## config.mk

```make
export PLATFORM = sky130hd
export DESIGN_NAME = sxp_port
export DESIGN_NICKNAME = d
export VERILOG_FILES = /design/src/rtl/sxp_pkg.sv /design/src/rtl/sxp_port.sv
export SDC_FILE = /design/constraint.sdc
export NUM_CORES = 1
export LEC_CHECK = 0
export BUFFER_PORTS_ARGS = -buffer_cell sky130_fd_sc_hd__buf_2
export CAP_MARGIN = 25
export CORE_AREA = 2 2 287 289
export CTS_CLUSTER_SIZE = 20
export DETAILED_ROUTE_END_ITERATION = 8
export DIE_AREA = 0 0 289 291
export PLACE_DENSITY_LB_ADDON = 0.1
export SLEW_MARGIN = 10
export SYNTH_ARGS = -nofsm -noshare
export SYNTH_HDL_FRONTEND = slang
export SYNTH_SLANG_ARGS = --single-unit
```

## constraint.sdc

```tcl
create_clock -name CLK_SYS -period 4.73 [get_ports CLK_SYS]
set_input_delay 0 -clock CLK_SYS [delete_from_list [all_inputs] [get_ports CLK_SYS]]
set_output_delay 0 -clock CLK_SYS [all_outputs]
set_load 0.02 [all_outputs]
```

## src/rtl/sxp_pkg.sv

```systemverilog
package sxp_pkg;
  // Bus widths and unit counts.
  localparam int ADDR_W = 32;
  localparam int DATA_W = 64;
  localparam int WORD_W = 32;
  localparam int INSTR_W = 48;
  localparam int NUM_PEERS = 6;
  localparam int NUM_BANKS = 4;
  localparam int BANK_SEL_W = 2;
  localparam int NUM_DMA = 4;
  localparam int NUM_EXT_DMA = 2;
  localparam int WAIT_W = 4;
  localparam int PACK_W = 2;
  localparam int OWN_AREA_W = 20;
  localparam int ID_W = 3;
  // Packing codes, in halfwords per packed word minus one.
  localparam logic [1:0] PACK_16 = 2'h0;
  localparam logic [1:0] PACK_32 = 2'h1;
  localparam logic [1:0] PACK_48 = 2'h2;
  localparam logic [1:0] PACK_64 = 2'h3;
  // Processor ids on the shared bus; zero belongs to no peer.
  localparam logic [2:0] ID_NONE = 3'h0;
  localparam logic [2:0] ID_BCAST = 3'h7;
  // Access types.
  typedef enum logic [1:0] {
    SXP_ASYNC,
    SXP_SYNC,
    SXP_BURST
  } sxp_acc_e;
  // One request from an internal bus (program, data or I/O).
  typedef struct packed {
    logic valid;
    logic write;
    logic fetch;
    logic pair;
    logic [ADDR_W-1:0] addr;
    logic [DATA_W-1:0] wdata;
  } sxp_req_s;
  // External bus drive toward pins.
  typedef struct packed {
    logic [ADDR_W-1:0] addr;
    logic [DATA_W-1:0] data;
    logic [1:0] lane_en;
    logic rd_n;
    logic wr_n;
    logic ras_n;
    logic cas_n;
  } sxp_ext_s;
endpackage : sxp_pkg

```

## src/rtl/sxp_port.sv

```systemverilog
// Notes on behaviour
// - Three internal buses merge onto one external bus.
// - Even word uses low half, odd high.
// - Address picks one word; pair transfers two.
// - Fetch reads pair, drops top sixteen bits.
// - Asynchronous, single synchronous and burst accesses.
// - High address bits decode to bank selects.
// - Row and column strobes for page DRAM.
// - Programmed waits plus acknowledge stretching.
// - Four gigaword external space in unified map.
// - Peers may access our internal memory.
// - Arbitration among six processors, us included, plus host.
// - Mastership handover costs one cycle.
// - Fixed or rotating priority selectable.
// - Bus lock bars the host grant for RMW.
// - Peers raise a vector interrupt command.
// - Broadcast write reaches every processor.
// - DMA packs into 16/32/48/64-bit words.
// - Two request/grant pairs pace external DMA.
// - Four DMA channels serve the port.
// - Port runs at the input clock rate.
// - Host requests bus, waits grant, then accesses.
`timescale 1ns/1ps
`default_nettype none
module sxp_port #(
  parameter int PEERS = sxp_pkg::NUM_PEERS,
  parameter int BANKS = sxp_pkg::NUM_BANKS
) (
  input wire logic CLK_SYS,
  input wire logic RSTN,
  input wire sxp_pkg::sxp_req_s PM_REQ,
  input wire sxp_pkg::sxp_req_s DM_REQ,
  input wire sxp_pkg::sxp_req_s IO_REQ,
  input wire logic [1:0] ACC_TYPE,
  input wire logic [sxp_pkg::WAIT_W-1:0] WAIT_STATES,
  input wire logic [sxp_pkg::BANK_SEL_W-1:0] BANK_SHIFT,
  input wire logic [sxp_pkg::ID_W-1:0] MY_ID,
  input wire logic ROTATE_EN,
  input wire logic LOCK_REQ,
  input wire logic [PEERS-1:0] PEER_BUS_REQ,
  input wire logic HOST_BUS_REQUEST,
  input wire logic HOST_CS,
  input wire logic ACK_IN,
  input wire logic [sxp_pkg::DATA_W-1:0] EXT_DATA_IN,
  input wire logic [sxp_pkg::ADDR_W-1:0] SLV_ADDR,
  input wire logic SLV_WRITE,
  input wire logic SLV_STROBE,
  input wire logic [sxp_pkg::NUM_EXT_DMA-1:0] EXT_DMA_REQUEST,
  input wire logic [sxp_pkg::NUM_DMA-1:0] DMA_EN,
  input wire logic [sxp_pkg::PACK_W-1:0] PACK_MODE,
  output logic [2:0] REQ_DONE,
  output logic [sxp_pkg::DATA_W-1:0] RDATA,
  output logic [sxp_pkg::INSTR_W-1:0] INSTR,
  output sxp_pkg::sxp_ext_s EXT_OUT,
  output logic EXT_DATA_OE,
  output logic EXT_ADDR_OE,
  output logic [BANKS-1:0] BANK_SEL_N,
  output logic BUS_REQ_OUT,
  output logic BUS_OWNED,
  output logic HOST_BUS_GRANT,
  output logic HOST_ACCESS_READY,
  output logic INT_MEM_SEL,
  output logic VIRQ,
  output logic BCAST_SEL,
  output logic [sxp_pkg::NUM_EXT_DMA-1:0] EXT_DMA_GRANT,
  output logic [sxp_pkg::NUM_DMA-1:0] DMA_SERVED,
  output logic [sxp_pkg::DATA_W-1:0] DMA_WORD,
  output logic DMA_WORD_VALID
);
  import sxp_pkg::*;

  // The elaboration check refuses shapes the arbiter cannot serve.
  if (PEERS < 1 || PEERS > NUM_PEERS || BANKS != NUM_BANKS) begin : g_chk
    $error("sxp_port: unsupported PEERS or BANKS");
  end

  typedef enum {ST_IDLE, ST_ARB, ST_ADDR, ST_WAIT, ST_DONE} sxp_st_e;
  sxp_st_e st_q;
  sxp_req_s cur_q;
  logic [1:0] src_q;
  logic [WAIT_W-1:0] wcnt_q;
  logic [ID_W-1:0] rot_q;
  logic lock_q;
  logic host_gnt_q;
  logic peer_win;
  logic [1:0] pick;
  logic any_req;
  logic acc_go;
  logic peer_any;
  logic [DATA_W-1:0] pack_q;
  logic [1:0] pcnt_q;
  logic [1:0] dsel_q;
  logic [NUM_EXT_DMA-1:0] gnt_q;

  // Internal source pick: data before program before I/O.
  always_comb begin
    any_req = PM_REQ.valid | DM_REQ.valid | IO_REQ.valid;
    if (DM_REQ.valid) begin
      pick = 2'h1;
    end else if (PM_REQ.valid) begin
      pick = 2'h0;
    end else begin
      pick = 2'h2;
    end
  end

  // A peer wins over us if it has higher priority than our id.
  always_comb begin
    peer_win = 1'b0;
    peer_any = |PEER_BUS_REQ;
    for (int i = 0; i < PEERS; i++) begin
      if (PEER_BUS_REQ[i] && (i + 1) != int'(MY_ID)) begin
        // Fixed: lower id wins. Rotating: rot_q wins first, then the ids after it.
        if (!ROTATE_EN && (i + 1) < int'(MY_ID)) begin
          peer_win = 1'b1;
        end
        if (ROTATE_EN && ((3'(i + 1) - rot_q) < (MY_ID - rot_q))) begin
          peer_win = 1'b1;
        end
      end
    end
  end

  // We may start when the host holds no grant and no peer outranks us.
  assign acc_go = (st_q == ST_ARB) && !peer_win && !host_gnt_q;

  // Main access sequencer, stepped once per port clock.
  always_ff @(posedge CLK_SYS) begin
    if (!RSTN) begin
      st_q <= ST_IDLE;
      cur_q <= '0;
      src_q <= 2'h0;
      wcnt_q <= '0;
    end else begin
      unique case (st_q)
        ST_IDLE: begin
          if (any_req) begin
            src_q <= pick;
            cur_q <= (pick == 2'h1) ? DM_REQ : (pick == 2'h0) ? PM_REQ : IO_REQ;
            st_q <= ST_ARB;
          end
        end
        ST_ARB: begin
          // Handover: one idle cycle between masters.
          if (acc_go) begin
            st_q <= ST_ADDR;
            wcnt_q <= WAIT_STATES;
          end
        end
        ST_ADDR: begin
          st_q <= ST_WAIT;
        end
        ST_WAIT: begin
          // Wait states count down, then acknowledge may still stretch.
          if (wcnt_q != '0) begin
            wcnt_q <= wcnt_q - 1'b1;
          end else if (ACK_IN || ACC_TYPE != 2'(SXP_ASYNC)) begin
            st_q <= ST_DONE;
          end
        end
        ST_DONE: begin
          // Burst read keeps the bus while the same source is still the one picked.
          if (ACC_TYPE == 2'(SXP_BURST) && !cur_q.write && any_req
              && pick == src_q) begin
            cur_q <= (pick == 2'h1) ? DM_REQ : (pick == 2'h0) ? PM_REQ : IO_REQ;
            cur_q.addr <= cur_q.addr + (cur_q.pair ? 32'h2 : 32'h1);
            st_q <= ST_WAIT;
            wcnt_q <= WAIT_W'(1); // New address reaches the pins first.
          end else begin
            st_q <= ST_IDLE;
          end
        end
        default: st_q <= ST_IDLE;
      endcase
    end
  end

  // Rotating priority pointer is set to our id after each of our own accesses.
  always_ff @(posedge CLK_SYS) begin
    if (!RSTN) begin
      rot_q <= ID_NONE;
    end else if (st_q == ST_DONE) begin
      rot_q <= MY_ID;
    end
  end

  // Lock is taken while we own the bus and dropped only by its owner.
  always_ff @(posedge CLK_SYS) begin
    if (!RSTN) begin
      lock_q <= 1'b0;
    end else if (!LOCK_REQ) begin
      lock_q <= 1'b0;
    end else if (BUS_OWNED) begin
      lock_q <= 1'b1;
    end
  end

  // Host grant only when we are idle or arbitrating and not locked.
  always_ff @(posedge CLK_SYS) begin
    if (!RSTN) begin
      host_gnt_q <= 1'b0;
    end else if (!HOST_BUS_REQUEST) begin
      host_gnt_q <= 1'b0;
    end else if (!lock_q && st_q inside {ST_IDLE, ST_ARB}) begin
      host_gnt_q <= 1'b1;
    end
  end

  // External bus drive and lane steering.
  always_ff @(posedge CLK_SYS) begin
    if (!RSTN) begin
      EXT_OUT <= '{rd_n: 1'b1, wr_n: 1'b1, ras_n: 1'b1, cas_n: 1'b1,
                   default: '0};
    end else begin
      EXT_OUT.addr <= cur_q.addr;
      // Even words go on the low half, odd on the high half.
      if (cur_q.pair || cur_q.fetch) begin
        EXT_OUT.lane_en <= 2'h3;
        EXT_OUT.data <= cur_q.wdata;
      end else if (cur_q.addr[0]) begin
        EXT_OUT.lane_en <= 2'h2;
        EXT_OUT.data <= {cur_q.wdata[WORD_W-1:0], 32'h0};
      end else begin
        EXT_OUT.lane_en <= 2'h1;
        EXT_OUT.data <= {32'h0, cur_q.wdata[WORD_W-1:0]};
      end
      EXT_OUT.rd_n <= !(BUS_OWNED && !cur_q.write);
      EXT_OUT.wr_n <= !(BUS_OWNED && cur_q.write);
      // Row strobe held over the access, column strobe in the data phase.
      EXT_OUT.ras_n <= !(st_q inside {ST_ADDR, ST_WAIT, ST_DONE});
      EXT_OUT.cas_n <= !(st_q == ST_WAIT);
    end
  end

  assign BUS_OWNED = st_q inside {ST_ADDR, ST_WAIT, ST_DONE};
  assign BUS_REQ_OUT = st_q != ST_IDLE;
  assign EXT_ADDR_OE = BUS_OWNED;
  assign EXT_DATA_OE = BUS_OWNED && cur_q.write;
  assign HOST_BUS_GRANT = host_gnt_q;
  assign HOST_ACCESS_READY = SLV_STROBE && HOST_CS;

  // Bank selects from the top address bits, shifted by size setting.
  always_comb begin
    logic [1:0] bank;
    bank = cur_q.addr[ADDR_W-1 -: 2] >> BANK_SHIFT;
    BANK_SEL_N = '1;
    if (BUS_OWNED) begin
      BANK_SEL_N[bank] = 1'b0;
    end
  end

  // Read return to the requesting internal bus.
  always_ff @(posedge CLK_SYS) begin
    if (!RSTN) begin
      REQ_DONE <= 3'h0;
      RDATA <= '0;
      INSTR <= '0;
    end else begin
      REQ_DONE <= 3'h0;
      if (st_q == ST_WAIT && wcnt_q == '0
          && (ACK_IN || ACC_TYPE != 2'(SXP_ASYNC))) begin
        REQ_DONE[src_q] <= 1'b1;
        RDATA <= cur_q.addr[0] && !cur_q.pair
                 ? {32'h0, EXT_DATA_IN[DATA_W-1:WORD_W]} : EXT_DATA_IN;
        INSTR <= EXT_DATA_IN[INSTR_W-1:0];
      end
    end
  end

  // Slave decode: own area, broadcast and vector interrupt.
  always_ff @(posedge CLK_SYS) begin
    if (!RSTN) begin
      INT_MEM_SEL <= 1'b0;
      BCAST_SEL <= 1'b0;
      VIRQ <= 1'b0;
    end else begin
      INT_MEM_SEL <= SLV_STROBE && (SLV_ADDR[OWN_AREA_W+:ID_W] == MY_ID
                     || HOST_CS);
      BCAST_SEL <= SLV_STROBE && SLV_WRITE
                   && SLV_ADDR[OWN_AREA_W+:ID_W] == ID_BCAST;
      VIRQ <= SLV_STROBE && SLV_WRITE && SLV_ADDR[OWN_AREA_W+:ID_W] == MY_ID
              && SLV_ADDR[OWN_AREA_W-1:0] == '0;
    end
  end

  // External DMA grant per channel, only when that channel is enabled.
  for (genvar c = 0; c < NUM_EXT_DMA; c++) begin : g_edma
    always_ff @(posedge CLK_SYS) begin
      if (!RSTN) begin
        gnt_q[c] <= 1'b0;
      end else begin
        gnt_q[c] <= EXT_DMA_REQUEST[c] && DMA_EN[c] && !gnt_q[c];
      end
    end
  end
  assign EXT_DMA_GRANT = gnt_q;

  // Channel round robin over the four port channels.
  always_ff @(posedge CLK_SYS) begin
    if (!RSTN) begin
      dsel_q <= 2'h0;
      DMA_SERVED <= '0;
    end else begin
      dsel_q <= dsel_q + 2'h1;
      DMA_SERVED <= '0;
      if (DMA_EN[dsel_q]) begin
        DMA_SERVED[dsel_q] <= 1'b1;
      end
    end
  end

  // Halfword packer: builds 16, 32, 48 or 64-bit words.
  always_ff @(posedge CLK_SYS) begin
    if (!RSTN) begin
      pack_q <= '0;
      pcnt_q <= 2'h0;
      DMA_WORD <= '0;
      DMA_WORD_VALID <= 1'b0;
    end else begin
      DMA_WORD_VALID <= 1'b0;
      if (|DMA_SERVED) begin
        pack_q <= {EXT_DATA_IN[15:0], pack_q[DATA_W-1:16]};
        if (pcnt_q == PACK_MODE) begin
          DMA_WORD <= {EXT_DATA_IN[15:0], pack_q[DATA_W-1:16]}
                      >> (7'(3 - PACK_MODE) * 7'h10);
          DMA_WORD_VALID <= 1'b1;
          pcnt_q <= 2'h0;
        end else begin
          pcnt_q <= pcnt_q + 2'h1;
        end
      end
    end
  end
endmodule : sxp_port
`default_nettype wire

```

-- Word level (Yosys, flattened, before mapping)
Index checks and enable logic that the tools add are counted.
W data, S select, Z words.
- bits of input ports: 430
- output and inout bits: 301
- word-level logic and storage cells: 221
- flip-flop bits (word level): 501
- $lt $le $gt $ge: 18
- muxes and demuxes: 50
- bitwise logic cells: 3
- reduce and logical (&&, ||, !) cells: 79
- equal/unequal tests: 25
- add/subtract/negate cells: 12
- shift operators: 2
- operator list (kind ; count):
    $mux W99 ; 4
    $pmux W99 S2 ; 1
    $pmux W32 S5 ; 1
    $mux W66 ; 2
    $mux W32 ; 4
    $eq A32 B2 Y1 const B ; 3
    $eq A32 B3 Y1 const B ; 2
    $mux W64 ; 1
    $shr A64 B7 Y64 ; 1
    $logic_and A1 B1 Y1 ; 42
    $add A32 B2 Y32 ; 1
    $eq A32 B1 Y1 const B ; 1
    $eq A32 B4 Y1 const B ; 1
    $logic_not A32 Y1 ; 1
    $reduce_bool A32 Y1 ; 1
    $mux W1 ; 23
    $logic_not A20 Y1 ; 1
    $lt A3 B3 Y1 ; 6
    $mux W4 ; 4
    $reduce_and A2 Y1 ; 7
    $logic_not A1 Y1 ; 12
    $ne A3 B3 Y1 const A ; 4
    $pmux W4 S3 ; 1
    $mux W2 ; 5
    other kinds (34) ; 60

-- Depth between registers and ports, before layout
Gate-level depths: netlist of run 1.
- depth after elaboration: 25
- depth in mapped cells: 14
- gate-level depth less buffers: 12

-- Least setup slack after synthesis of run 1
Ideal clock, no wire load.
- kind: flip-flop to flip-flop
- start: register rot_q[1]
- end: register wcnt_q[3]
- data required time: 4644 ps
- period minus slack after synthesis: 2999 ps
- path slack: 1731 ps
- cell stages (with the launch flop): 11
- arrival: 2912 ps
- library setup time: 86 ps
- buffers on the path: 0
- cell sequence: dfxtp_1 > inv_1 > fa_1 > xor2_2 > xor2_1 > ha_1 > a32oi_1 > o211ai_2 > o41ai_4 > o21ai_2 > a221oi_2
- longest elaborated chain between the ends: 25
- elaborated cells on any way between the ends: 41
- classes of those cells: 7 x add/sub; 6 x order compare; 1 x eq/ne; 17 x mux; 10 x reduce/logical
- ends and longest elaborated chain (what ; RTL line ; source):
    start: declaration ; sxp_port.sv:82 ; logic [ID_W-1:0] rot_q;
    start signal: assignment ; sxp_port.sv:181 ; rot_q <= ID_NONE;
    start signal: assignment ; sxp_port.sv:183 ; rot_q <= MY_ID;
    $sub A1 B3 Y3 / $sub A3 B3 Y3 (equally long branches) ; sxp_port.sv:117 ; if (ROTATE_EN && ((3'(i + 1) - rot_q) < (MY_ID - rot_q))) begin
    $lt A3 B3 Y1 ; sxp_port.sv:117 ;
    $logic_and A1 B1 Y1 ; sxp_port.sv:117 ;
    $mux W1 ; sxp_port.sv:117 ;
    $mux W1 ; sxp_port.sv:112 ; if (PEER_BUS_REQ[i] && (i + 1) != int'(MY_ID)) begin
    $mux W1 ; sxp_port.sv:114 ; if (!ROTATE_EN && (i + 1) < int'(MY_ID)) begin
    $mux W1 ; sxp_port.sv:117 ;
    $mux W1 ; sxp_port.sv:112 ;
    (+8 left out) ; - ;
    $mux W1 ; sxp_port.sv:112 ;
    $mux W1 ; sxp_port.sv:114 ;
    $mux W1 ; sxp_port.sv:117 ;
    $mux W1 (*) ; sxp_port.sv:112 ;
    $logic_not A1 Y1 (*) ; sxp_port.sv:125 ; assign acc_go = (st_q == ST_ARB) && !peer_win && !host_gnt_q;
    $logic_and A1 B1 Y1 (*) (2 in series) ; sxp_port.sv:125 ;
    $ne A2 B2 Y1 (no line) (*) ; - ;
    $reduce_and A4 Y1 (no line) (*) ; - ;
    end signal: assignment ; sxp_port.sv:156 ; wcnt_q <= wcnt_q - 1'b1;
    end: declaration ; sxp_port.sv:81 ; logic [WAIT_W-1:0] wcnt_q;
Every way passes the cells marked *; elsewhere a longest branch is shown, timed or not.
A chain may end at the register's enable or synchronous reset.

-- Final worst setup path of run 1
- start: register rot_q[0]
- end: register wcnt_q[3]
The elaborated chain is that of the path after synthesis.

==> results.md, run 1 <==
- Final number of max-transition violations: 0
- CP Launch Point: rot_q[0]$_SDFFE_PN0P_
- Highest net fanout along the worst path: 6
- Max H-tree Level: 2
- Register cell area after layout: 0.009129 mm²
- Congestion Overflow GR: 0
- RSZ-0062 raised after global routing: false
- Internal Dissipation: 7.656 mW
- Vertical die dimension: 291 µm
- Placed cell count: 4063
- Detail-routed via count per cell: 4.620
- Global-route total usage across every layer: 18.74%
- Dominant cell by count in the synthesized netlist: sky130_fd_sc_hd__nand2_1
- Footprint of the multi-input gates: 0.009867 mm²
- Portion of synthesized cell area occupied by the leading cell type: 46.12%
- Total wire length: 82610 µm
- Fraction of layout cells with a size suffix above 1: 26.49%
- Total net switching power: 3.266 mW
- Origin of the critical flop-to-flop path: rot_q[0]$_SDFFE_PN0P_
- Number of global-route vias before repair: 20250
- Global-route wire length before repair: 122300 µm
- Net Sw Frac: 29.90%
- Number of optimization iterations in the first detailed-route pass: 5
- Number of sinks on the clock net: 456
- Combinational share of power: 19.4%
- Setup slack, reg-to-reg: 1.36 ns
- TritonCTS clock tree: built
- Worst hold slack: -0.0008841 ns
- Cell count after synthesis: 2448
- Count of different cell masters after synthesis: 68
- Clk Tree Root Cell: sky130_fd_sc_hd__clkbuf_16
- DRC violation total after the first TritonRoute iteration: 992
- Maxcap violations: 0
- Worst relative slew slack: 29.86%
- Slew @ Worst Pin: 1.052 ns
- DRC viols: 0
- Violations in the final reports: negative hold slack
- Post-synthesis net count: 2896
- Setup crit start kind: register
- WP data arrival: 3.90 ns
- Number of antenna violations at the first check in global routing: 15
- Final std cells w/o fill: 4437
- Final Setup Violations: 0
- Total via count in the routed design: 20500
- Count of final hold-check violations: 1
- Standard-cell rows: 105
- Area of the mapped netlist: 0.01980 mm²
- Cell type contributing the most total cell area after synthesis: sky130_fd_sc_hd__dfxtp_1
- Share of synthesized flip-flops with an asynchronous set or reset: 0%
- Worst setup path class: reg -> reg
- Fill cell count: 8616
- Top cell types by occurrence after synthesis: sky130_fd_sc_hd__nand2_1 (566), sky130_fd_sc_hd__dfxtp_1 (456), sky130_fd_sc_hd__a21oi_1 (304)
- Peak supply drop: 0.2511 mV
- Capturing element type of the critical path: register
- Layout-stage area growth over the synthesis result: 46.30%
- Slack of the critical path: 1.359 ns
- Leading cell types by total area after synthesis: sky130_fd_sc_hd__dfxtp_1 (46%), sky130_fd_sc_hd__nand2_1 (11%), sky130_fd_sc_hd__mux2i_1 (8.3%)
- Portion of the post-synthesis area used by sequential elements: 46.12%
- Number of buffers created by CTS: 56
- Worst Skew: 0.02086 ns
- Min cycle time layout: 3.371 ns
- Sum of negative setup slack: 0 ns
- Fin area: 0.02896 mm²
- Worst-case setup slack after placement: 1.311 ns
- Effective utilization at floorplan: 24.38%
- Die ar.: 0.08410 mm²
- Final worst path period share: 71.27%
- IO Pins: 731
- Clock transition at path regs: 0.06 ns
- Clk pwr share: 41.3%
- Fraction of power consumed by sequential logic: 39.4%
- Post-CTS Setup Bufs: 0
- Final nets: 3769
- Post-synth top flop: sky130_fd_sc_hd__dfxtp_1
- EDFF count, synth: 0
- Die Wd: 289 µm
- Req. time, crit path: 5.26 ns
- Result of the run: finished with violations
- Worst min-delay path startpoint: PM_REQ[32]
- Largest net degree at the start of global routing: 145
- Maximum clock rate: 0.2966 GHz
- Half-perimeter wire length of the detailed placement result: 58240 µm
- Path type of the worst min-delay path: in -> reg
- Power per cell area: 377.1 mW/mm²
- Quantity of I/O buffers inserted on ports: 721
- Synthesis-stage register bit count: 456
- Routability cong.: 0.8591
- Instance area after placement: 0.02425 mm²
- Routed wire per std cell: 18.62 µm
- Synth Area per Inst: 8.086 µm²
- Std-Cell Core Area: 0.08119 mm²
- ANT nets after route: 0
- Static Leak: 12.61 nW
- Clock latency on the worst-skew pair: 0.62 ns
- Largest buffer count on any clock path: 3
- Yosys synthesis warning count: 0
[metal layers]
metal | GRT usage, % | vias up | routed length (µm)
met5 | 0 | - | 80
met4 | 5.670 | 12 | 2356
met3 | 4.075 | 122 | 5146
met2 | 32.61 | 602 | 40090
met1 | 22.87 | 9624 | 34940
li1 | - | 10140 | -
[repair_timing]
item / in CTS / in global routing
endpoints found under the hold margin: 287 / 4
gates resized for setup: 0 / 0
hold buffers: 264 / 1
[power groups by stage]
stage	Clock (mW)	Combinational (mW)	Sequential (mW)
after floorplan	0	1.01	4.48
after global placement	0	1.90	4.37
after detailed placement	0	1.92	4.38
after CTS	4.66	2.13	4.30
after global routing	4.81	2.33	4.33
final	4.51	2.12	4.30
[cells by family (layout without fill, tap and decap cells)]
logic type / count (synthesis) / count (layout) / share of synthesized area (%)
AOI/OAI and AO/OA: 614 / 614 / 17.91
xor gates and xnor gates: 11 / 11 / 0.5246
adders and majority gates: 18 / 18 / 1.214
buffers and inverters: 225 / 1141 / 4.387
DFF: 456 / 456 / 46.12
muxes: 183 / 183 / 9.430
other: 0 / 3 / 0
and+or+nand+nor: 941 / 941 / 20.42
[worst paths after layout]
kind | endpoint | depth (start not counted)
min | cur_q[32]$_SDFFE_PN0P_ | 5
min reg2reg | EXT_DMA_GRANT[0]$_SDFF_PN0_ | 1
max reg2reg | wcnt_q[3]$_SDFFE_PN0P_ | 11
max | wcnt_q[3]$_SDFFE_PN0P_ | 11
[stage by stage]
step / util, % / hold slack [ns] / power, mW
after floorplan: - / 0.1161 / 5.488
after global placement: 29.87 / 0.2349 / 6.275
after detailed placement: 29.87 / 0.2313 / 6.302
after CTS: 35.52 / 0.001344 / 11.09
after global routing: 35.67 / 0.02410 / 11.47
final: 35.67 / -0.0008841 / 10.92
[cell usage in the layout, fill, tap and decap left out, types with 6 or more instances in the layout]
master	instances
sky130_fd_sc_hd__clkbuf_16	56
sky130_fd_sc_hd__ha_1	15
sky130_fd_sc_hd__buf_4	20
sky130_fd_sc_hd__a21oi_1	303
sky130_fd_sc_hd__a22oi_1	23
sky130_fd_sc_hd__buf_2	719
sky130_fd_sc_hd__a22o_1	16
sky130_fd_sc_hd__dlygate4sd3_1	265
sky130_fd_sc_hd__dfxtp_1	456
sky130_fd_sc_hd__nand2_1	564
sky130_fd_sc_hd__clkinv_2	7
sky130_fd_sc_hd__nor2_1	134
sky130_fd_sc_hd__inv_1	27
sky130_fd_sc_hd__and3_1	13
sky130_fd_sc_hd__and2_1	71
sky130_fd_sc_hd__o211ai_1	6
sky130_fd_sc_hd__clkbuf_8	17
sky130_fd_sc_hd__nor4_1	7
sky130_fd_sc_hd__mux2_2	18
sky130_fd_sc_hd__a211oi_1	52
sky130_fd_sc_hd__o21ai_0	160
sky130_fd_sc_hd__nand3_1	79
sky130_fd_sc_hd__nor3_1	24
sky130_fd_sc_hd__nand2b_1	7
sky130_fd_sc_hd__clkbuf_1	6
sky130_fd_sc_hd__mux2i_1	164
sky130_fd_sc_hd__o221a_2	8
sky130_fd_sc_hd__a31oi_1	10
[critical path, cell delays in order, from the launching register on]
cell	delay, ns
sky130_fd_sc_hd__dfxtp_1	0.42
sky130_fd_sc_hd__nand2b_1	0.14
sky130_fd_sc_hd__fa_1	0.48
sky130_fd_sc_hd__xor2_2	0.30
sky130_fd_sc_hd__xor2_1	0.30
sky130_fd_sc_hd__ha_1	0.22
sky130_fd_sc_hd__a22oi_1	0.07
sky130_fd_sc_hd__o2111ai_1	0.20
sky130_fd_sc_hd__nand3_1	0.20
sky130_fd_sc_hd__o41ai_4	0.57
sky130_fd_sc_hd__o21ai_2	0.11
sky130_fd_sc_hd__a221oi_2	0.27
[sequential cells by signal (all words and copies together), names as in the netlist, 3 cells and up]
signal / count
INSTR: 48
wcnt_q: 4
RDATA: 64
cur_q: 99
rot_q: 3
DMA_WORD: 64
EXT_OUT: 102
st_q: 3
pack_q: 48
DMA_SERVED: 4
REQ_DONE: 3
[area by class of cell]
class / instances / share of cell area, %
antenna: 3 / 0.02592
multi-input combinational: 1767 / 34.07
tap: 1070 / 4.623
sequential: 456 / 31.52
clock inverter: 22 / 0.9894
timing repair buffer: 1012 / 22.66
clock buffer: 79 / 5.725
inverter: 28 / 0.3888
Note: power is estimated with default switching activity, not from simulation.
==> run 2, diff against run 1 <==
Clock period 4.73 ns to 3 ns, I/O delays scaled along.
==> results.md, run 2 (synthesis results as in run 1) <==
- Result of the run: finished, final reports clean
- Final core area utilization: 36.06% (+0.39 points)
- Vertical die dimension: 291 µm (unchanged)
- WP data arrival: 3.39 ns (-0.51 ns)
- Total wire length: 83260 µm (+0.78%)
- Routed wire per std cell: 18.64 µm (+0.10%)
- Standard-cell rows: 105 (unchanged)
- Global-route layer with the greatest usage: met2
- Commonest non-fill, non-tap cells in the layout: sky130_fd_sc_hd__buf_2 (719), sky130_fd_sc_hd__nand2_1 (564), sky130_fd_sc_hd__dfxtp_1 (455)
- Number of flip-flops under the largest register name: 102 (unchanged)
- Met3 usage: 3.918% (-0.16 points)
- Quantity of I/O buffers inserted on ports: 721 (unchanged)
- Min cycle time layout: 2.884 ns (-0.4868 ns)
- Worst Skew: 0.03026 ns (+0.009408 ns)
- Biggest register: EXT_OUT
- Final nets: 3798 (+0.77%)
- Req. time, crit path: 3.51 ns (-1.75 ns)
- GRT met2 Usage: 32.33% (-0.27 points)
- Global-route total usage across every layer: 18.95% (+0.21 points)
- DRC viols: 0 (unchanged)
- Largest net degree at the start of global routing: 143 (-1.4%)
- Routability cong.: 0.8942 (+4.1%)
- Std-Cell Core Area: 0.08119 mm² (unchanged)
- Worst setup path class: reg -> reg
- Final number of max-transition violations: 0 (unchanged)
- Number of optimization iterations in the first detailed-route pass: 5 (unchanged)
- Largest buffer count on any clock path: 3 (unchanged)
- GRT met1 Usage: 23.40% (+0.52 points)
- Worst relative slew slack: 45.13% (+15 points)
- DRC violation total after the first TritonRoute iteration: 935 (-5.7%)
- Setup crit start kind: register
- Peak supply drop: 0.4147 mV (+65%)
- TritonCTS clock tree: built
- Static Leak: 12.77 nW (+1.3%)
- Effective utilization at floorplan: 24.38% (unchanged)
- Maximum clock rate: 0.3467 GHz (+17%)
- Congestion Overflow GR: 0 (unchanged)
- Final std cells w/o fill: 4467 (+0.68%)
- Clk Tree Root Cell: sky130_fd_sc_hd__clkbuf_16
- Count of final hold-check violations: 0 (-1)
- Slack of the critical path: 0.1158 ns (-1.243 ns)
- Footprint of the multi-input gates: 0.009921 mm² (+0.55%)
- Path type of the worst min-delay path: in -> reg
- ANT nets after route: 0 (unchanged)
- Slew @ Worst Pin: 0.8145 ns (-0.2377 ns)
- Layout-stage area growth over the synthesis result: 47.91%
- Fraction of layout cells with a size suffix above 1: 27.14% (+0.66 points)
- Highest net fanout along the worst path: 5 (-1)
- Placed cell count: 4092 (+0.71%)
- Worst-case setup slack after placement: -0.05265 ns (-1.364 ns)
- Max H-tree Level: 2 (unchanged)
- Final worst path period share: 96.14% (+25 points)
- Maxcap violations: 0 (unchanged)
- Number of global-route vias before repair: 20650 (+2.0%)
- Global-route wire length before repair: 123800 µm (+1.2%)
- Number of buffers created by CTS: 55 (-1.8%)
- Number of antenna violations at the first check in global routing: 16 (+1)
- Half-perimeter wire length of the detailed placement result: 60340 µm (+3.6%)
- Detail-routed via count per cell: 4.610 (-0.20%)
- RSZ-0062 raised after global routing: true
- Clock transition at path regs: 0.06 ns (about the same)
- Total via count in the routed design: 20600 (+0.47%)
- Capturing element type of the critical path: register
- IO Pins: 731 (unchanged)
- Clock latency on the worst-skew pair: 0.62 ns (about the same)
- Final Setup Violations: 0 (unchanged)
- Number of sinks on the clock net: 456 (unchanged)
- Biggest regs: EXT_OUT x102, cur_q x99
- Worst hold slack: 0.01659 ns (+0.01748 ns)
- Fill cell count: 8624 (+0.093%)
- Register cell area after layout: 0.009130 mm² (about the same)
- Commonest non-fill, non-tap cell in the layout: sky130_fd_sc_hd__buf_2
- Die ar.: 0.08410 mm² (unchanged)
- Die Wd: 289 µm (unchanged)
- Power per cell area: 589.9 mW/mm² (+56%)
[run 2: timing repair]
item,CTS,global route
resized for setup,3,10
endpoints found under the setup margin,3,6
endpoints found under the hold margin,295,0
buffers inserted,0,1
pin swaps,1,12
hold buffers,269,0
[run 2: worst max-delay path, stage by stage, from the launching register on]
cell                       delay (ns)
sky130_fd_sc_hd__dfxtp_2         0.33
sky130_fd_sc_hd__inv_2           0.05
sky130_fd_sc_hd__fa_2            0.45
sky130_fd_sc_hd__xor2_4          0.18
sky130_fd_sc_hd__xor2_2          0.26
sky130_fd_sc_hd__buf_4           0.16
sky130_fd_sc_hd__ha_1            0.13
sky130_fd_sc_hd__nand2_1         0.05
sky130_fd_sc_hd__o211ai_1        0.09
sky130_fd_sc_hd__a211o_1         0.13
sky130_fd_sc_hd__nand3_2         0.12
sky130_fd_sc_hd__o41ai_4         0.48
sky130_fd_sc_hd__o21ai_2         0.10
sky130_fd_sc_hd__a221oi_2        0.26
[run 2: layer usage]
metal	wire length, µm	up-vias	share of wire, %
met1	35490	9614	43
li1	-	10200	-
met2	39940	625	48
met4	3006	16	3.6
met3	4731	138	5.7
met5	83	-	0.10
[run 2: final cells by class]
class                           count  area share (%)
Multi-Input combinational cell   1767           33.88
Timing Repair Buffer             1042           23.32
Inverter                           28          0.3846
Tap cell                         1070           4.572
Clock inverter                     18          0.9871
Antenna cell                        4         0.03419
Sequential cell                   456           31.18
Clock buffer                       82           5.632
[run 2: path summary, 6_finish.rpt]
path	start	end	slack (ns)	depth (start not counted)
worst max register to register	rot_q[1]$_SDFFE_PN0P_	wcnt_q[3]$_SDFFE_PN0P_	0.12	13
worst min-delay path	PM_REQ[32]	cur_q[32]$_SDFFE_PN0P_	0.02	5
worst min register to register	EXT_DMA_GRANT[1]$_SDFF_PN0_	EXT_DMA_GRANT[1]$_SDFF_PN0_	0.42	1
worst max-delay path	rot_q[1]$_SDFFE_PN0P_	wcnt_q[3]$_SDFFE_PN0P_	0.12	13
[run 2: through the flow]
stage / TNS (ns) / instance area, µm² / power [mW]
after global placement: 0 / 24560 / 9.979
after floorplan: 0 / 19800 / 8.652
after detailed placement: -0.07336 / 24560 / 10.01
after CTS: 0 / 29200 / 17.55
after global routing: -0.05165 / 29280 / 18.11
final: 0 / 29280 / 17.27
[run 2: power by group]
part,internal [mW],switching (mW)
clock,4.32,2.79
combinational,1.34,2.05
sequential,6.49,0.292
total,12.1,5.13
==> run 3, diff against run 2 <==
Settings changed: PLACE_DENSITY_LB_ADDON 0.1 to 0.12.
==> results.md, run 3 (synthesis results as in run 1) <==
- Result of the run: finished, final reports clean
- Detail-routed via count per cell: 4.660 (+1.1%)
- Critical path's most frequent cell: sky130_fd_sc_hd__xor2_2
- Final worst path period share: 96.11% (about the same)
- Quantity of I/O buffers inserted on ports: 721 (unchanged)
- Highest-delay cell along the critical path: sky130_fd_sc_hd__o41ai_4
- Peak supply drop: 0.4616 mV (+11%)
- Worst relative slew slack: 47.11% (+2.0 points)
- Static Leak: 12.71 nW (-0.44%)
- Number of sinks on the clock net: 456 (unchanged)
- Count of final hold-check violations: 0 (unchanged)
- Max H-tree Level: 2 (unchanged)
- Number of flip-flops under the largest register name: 102 (unchanged)
- Slowest Stage Delay on Critical Path: 0.48 ns (about the same)
- Largest buffer count on any clock path: 3 (unchanged)
- Number of global-route vias before repair: 20710 (+0.26%)
- Number of antenna violations at the first check in global routing: 14 (-2)
- Req. time, crit path: 3.51 ns (about the same)
- Global-route layer with the greatest usage: met2
- Final std cells w/o fill: 4453 (-0.31%)
- Effective utilization at floorplan: 24.38% (unchanged)
- RSZ-0062 raised after global routing: true
- Fill cell count: 8532 (-1.1%)
- Clock latency on the worst-skew pair: 0.60 ns (-0.02 ns)
- Routability cong.: 0.9076 (+1.5%)
- DRC viols: 0 (unchanged)
- GRT met1 Usage: 23.28% (-0.12 points)
- Min cycle time layout: 2.883 ns (-0.0008170 ns)
- Delay-heaviest family, CP: compound AO/OA/AOI/OAI gates
- Placed cell count: 4088 (-0.098%)
- Origin of the critical flop-to-flop path: rot_q[1]$_SDFFE_PN0P_
- Number of buffers created by CTS: 53 (-3.6%)
- Worst min-delay path startpoint: IO_REQ[32]
- Fraction of layout cells with a size suffix above 1: 26.96% (-0.18 points)
- CP Launch Point: rot_q[1]$_SDFFE_PN0P_
- Path type of the worst min-delay path: in -> reg
- Worst-case setup slack after placement: -0.1093 ns (-0.05668 ns)
- Largest net degree at the start of global routing: 145 (+1.4%)
- IO Pins: 731 (unchanged)
- DRC violation total after the first TritonRoute iteration: 968 (+3.5%)
- Die Wd: 289 µm (unchanged)
- Total wire length: 82740 µm (-0.62%)
- Met3 usage: 4.177% (+0.26 points)
- Slew @ Worst Pin: 0.7933 ns (-0.02112 ns)
- Setup crit start kind: register
- Power per cell area: 587.2 mW/mm² (-0.46%)
- Capturing element type of the critical path: register
- Number of optimization iterations in the first detailed-route pass: 5 (unchanged)
- Global-route total usage across every layer: 18.83% (-0.12 points)
- Highest net fanout along the worst path: 4 (-1)
- Worst Skew: 0.02025 ns (-0.01001 ns)
- ANT nets after route: 0 (unchanged)
- Biggest regs: EXT_OUT x102, cur_q x99
- Final number of max-transition violations: 0 (unchanged)
- Commonest non-fill, non-tap cells in the layout: sky130_fd_sc_hd__buf_2 (719), sky130_fd_sc_hd__nand2_1 (564), sky130_fd_sc_hd__dfxtp_1 (455)
- GRT met2 Usage: 32.07% (-0.26 points)
- Total via count in the routed design: 20750 (+0.76%)
- Slack of the critical path: 0.1166 ns (+0.0008170 ns)
- Worst setup path class: reg -> reg
- Commonest non-fill, non-tap cell in the layout: sky130_fd_sc_hd__buf_2
- Standard-cell rows: 105 (unchanged)
- Final Setup Violations: 0 (unchanged)
- Maximum clock rate: 0.3468 GHz (about the same)
- Clk Tree Root Cell: sky130_fd_sc_hd__clkbuf_16
- Chain of cells forming the critical path: inv_2, fa_2, xor2_2, xor2_2, ha_2, o21ai_0, a32oi_1, o211ai_2, o41ai_4, o21ai_2, a221oi_2
- Buffers plus inverters on the worst setup path: 1 (-1)
- Clock transition at path regs: 0.06 ns (about the same)
- Final nets: 3790 (-0.21%)
- Std-Cell Core Area: 0.08119 mm² (unchanged)
- Half-perimeter wire length of the detailed placement result: 60030 µm (-0.51%)
- Vertical die dimension: 291 µm (unchanged)
- Global-route wire length before repair: 122800 µm (-0.80%)
- Congestion Overflow GR: 0 (unchanged)
- Maxcap violations: 0 (unchanged)
- Layout-stage area growth over the synthesis result: 47.03%
- Die ar.: 0.08410 mm² (unchanged)
- Biggest register: EXT_OUT
- Routed wire per std cell: 18.58 µm (-0.31%)
- TritonCTS clock tree: built
- WP data arrival: 3.40 ns (about the same)
==> run 3: cell types whose count changed in the layout (fill, tap and decap cells not counted), sizes merged <==
cell	delta
clkinvlp	-2
buf	-2
bufinv	+2
clkinv	+2
inv	-1
dlygate4sd3	-4
clkbuf	-9
==> run 3: power breakdown <==
part / leakage (nW) / switching [mW] / internal [mW]
clock network: 0.931 / 2.68 / 4.28
registers: 3.71 / 0.307 / 6.49
logic: 8.07 / 2.01 / 1.32
total: 12.7 / 5.00 / 12.1
==> run 3: through the flow <==
stage	TNS, ns	hold WS [ns]	cell area (µm²)	power [mW]	util, %
after CTS	0	0.007680	29060	17.34	35.79
after detailed placement	-0.2647	0.2393	24520	9.975	30.21
after global placement	0	0.2335	24520	9.936	30.20
after global routing	-0.03623	0.02180	29100	17.93	35.84
after floorplan	0	0.1161	19800	8.652	-
final	0	0.01325	29110	17.09	35.85
==> run 3: path summary, 6_finish.rpt <==
kind / end / slack [ns] / depth (start not counted)
setup reg to reg: wcnt_q[3]$_SDFFE_PN0P_ / 0.12 / 11
hold reg to reg: EXT_DMA_GRANT[1]$_SDFF_PN0_ / 0.41 / 1
hold / removal: cur_q[32]$_SDFFE_PN0P_ / 0.01 / 5
setup / recovery: wcnt_q[3]$_SDFFE_PN0P_ / 0.12 / 11
==> run 3: timing repair <==
| item | CTS | global route |
|---|---|---|
| resized for setup | 2 | 5 |
| setup endpoints to repair | 4 | 5 |
| setup buffers | 0 | 4 |
| endpoints found under the hold margin | 301 | 0 |
| pin swaps | 1 | 6 |
| hold buffers | 265 | 0 |
==> run 3: area by class of cell <==
| class | instances | area [µm²] | area share, % |
|---|---|---|---|
| Clock inverter | 19 | 321.6 | 1.105 |
| Clock buffer | 73 | 1553 | 5.335 |
| Sequential cell | 456 | 9130 | 31.37 |
| Timing Repair Buffer | 1036 | 6774 | 23.27 |
| Tap cell | 1070 | 1339 | 4.600 |
| Antenna cell | 4 | 10.01 | 0.03439 |
| Multi-Input combinational cell | 1767 | 9866 | 33.90 |
| Inverter | 28 | 112.6 | 0.3869 |
==> run 3: worst register-to-register path: stages (launching register included) <==
cell,delay (ns)
sky130_fd_sc_hd__dfxtp_2,0.34
sky130_fd_sc_hd__inv_2,0.06
sky130_fd_sc_hd__fa_2,0.42
sky130_fd_sc_hd__xor2_2,0.18
sky130_fd_sc_hd__xor2_2,0.19
sky130_fd_sc_hd__ha_2,0.35
sky130_fd_sc_hd__o21ai_0,0.08
sky130_fd_sc_hd__a32oi_1,0.20
sky130_fd_sc_hd__o211ai_2,0.16
sky130_fd_sc_hd__o41ai_4,0.48
sky130_fd_sc_hd__o21ai_2,0.11
sky130_fd_sc_hd__a221oi_2,0.24
==> run 3: layer usage <==
layer | vias to the layer above | wire length (µm)
li1 | 10170 | -
met1 | 9789 | 35250
met2 | 644 | 39470
met3 | 133 | 5246
met4 | 12 | 2696
met5 | - | 77
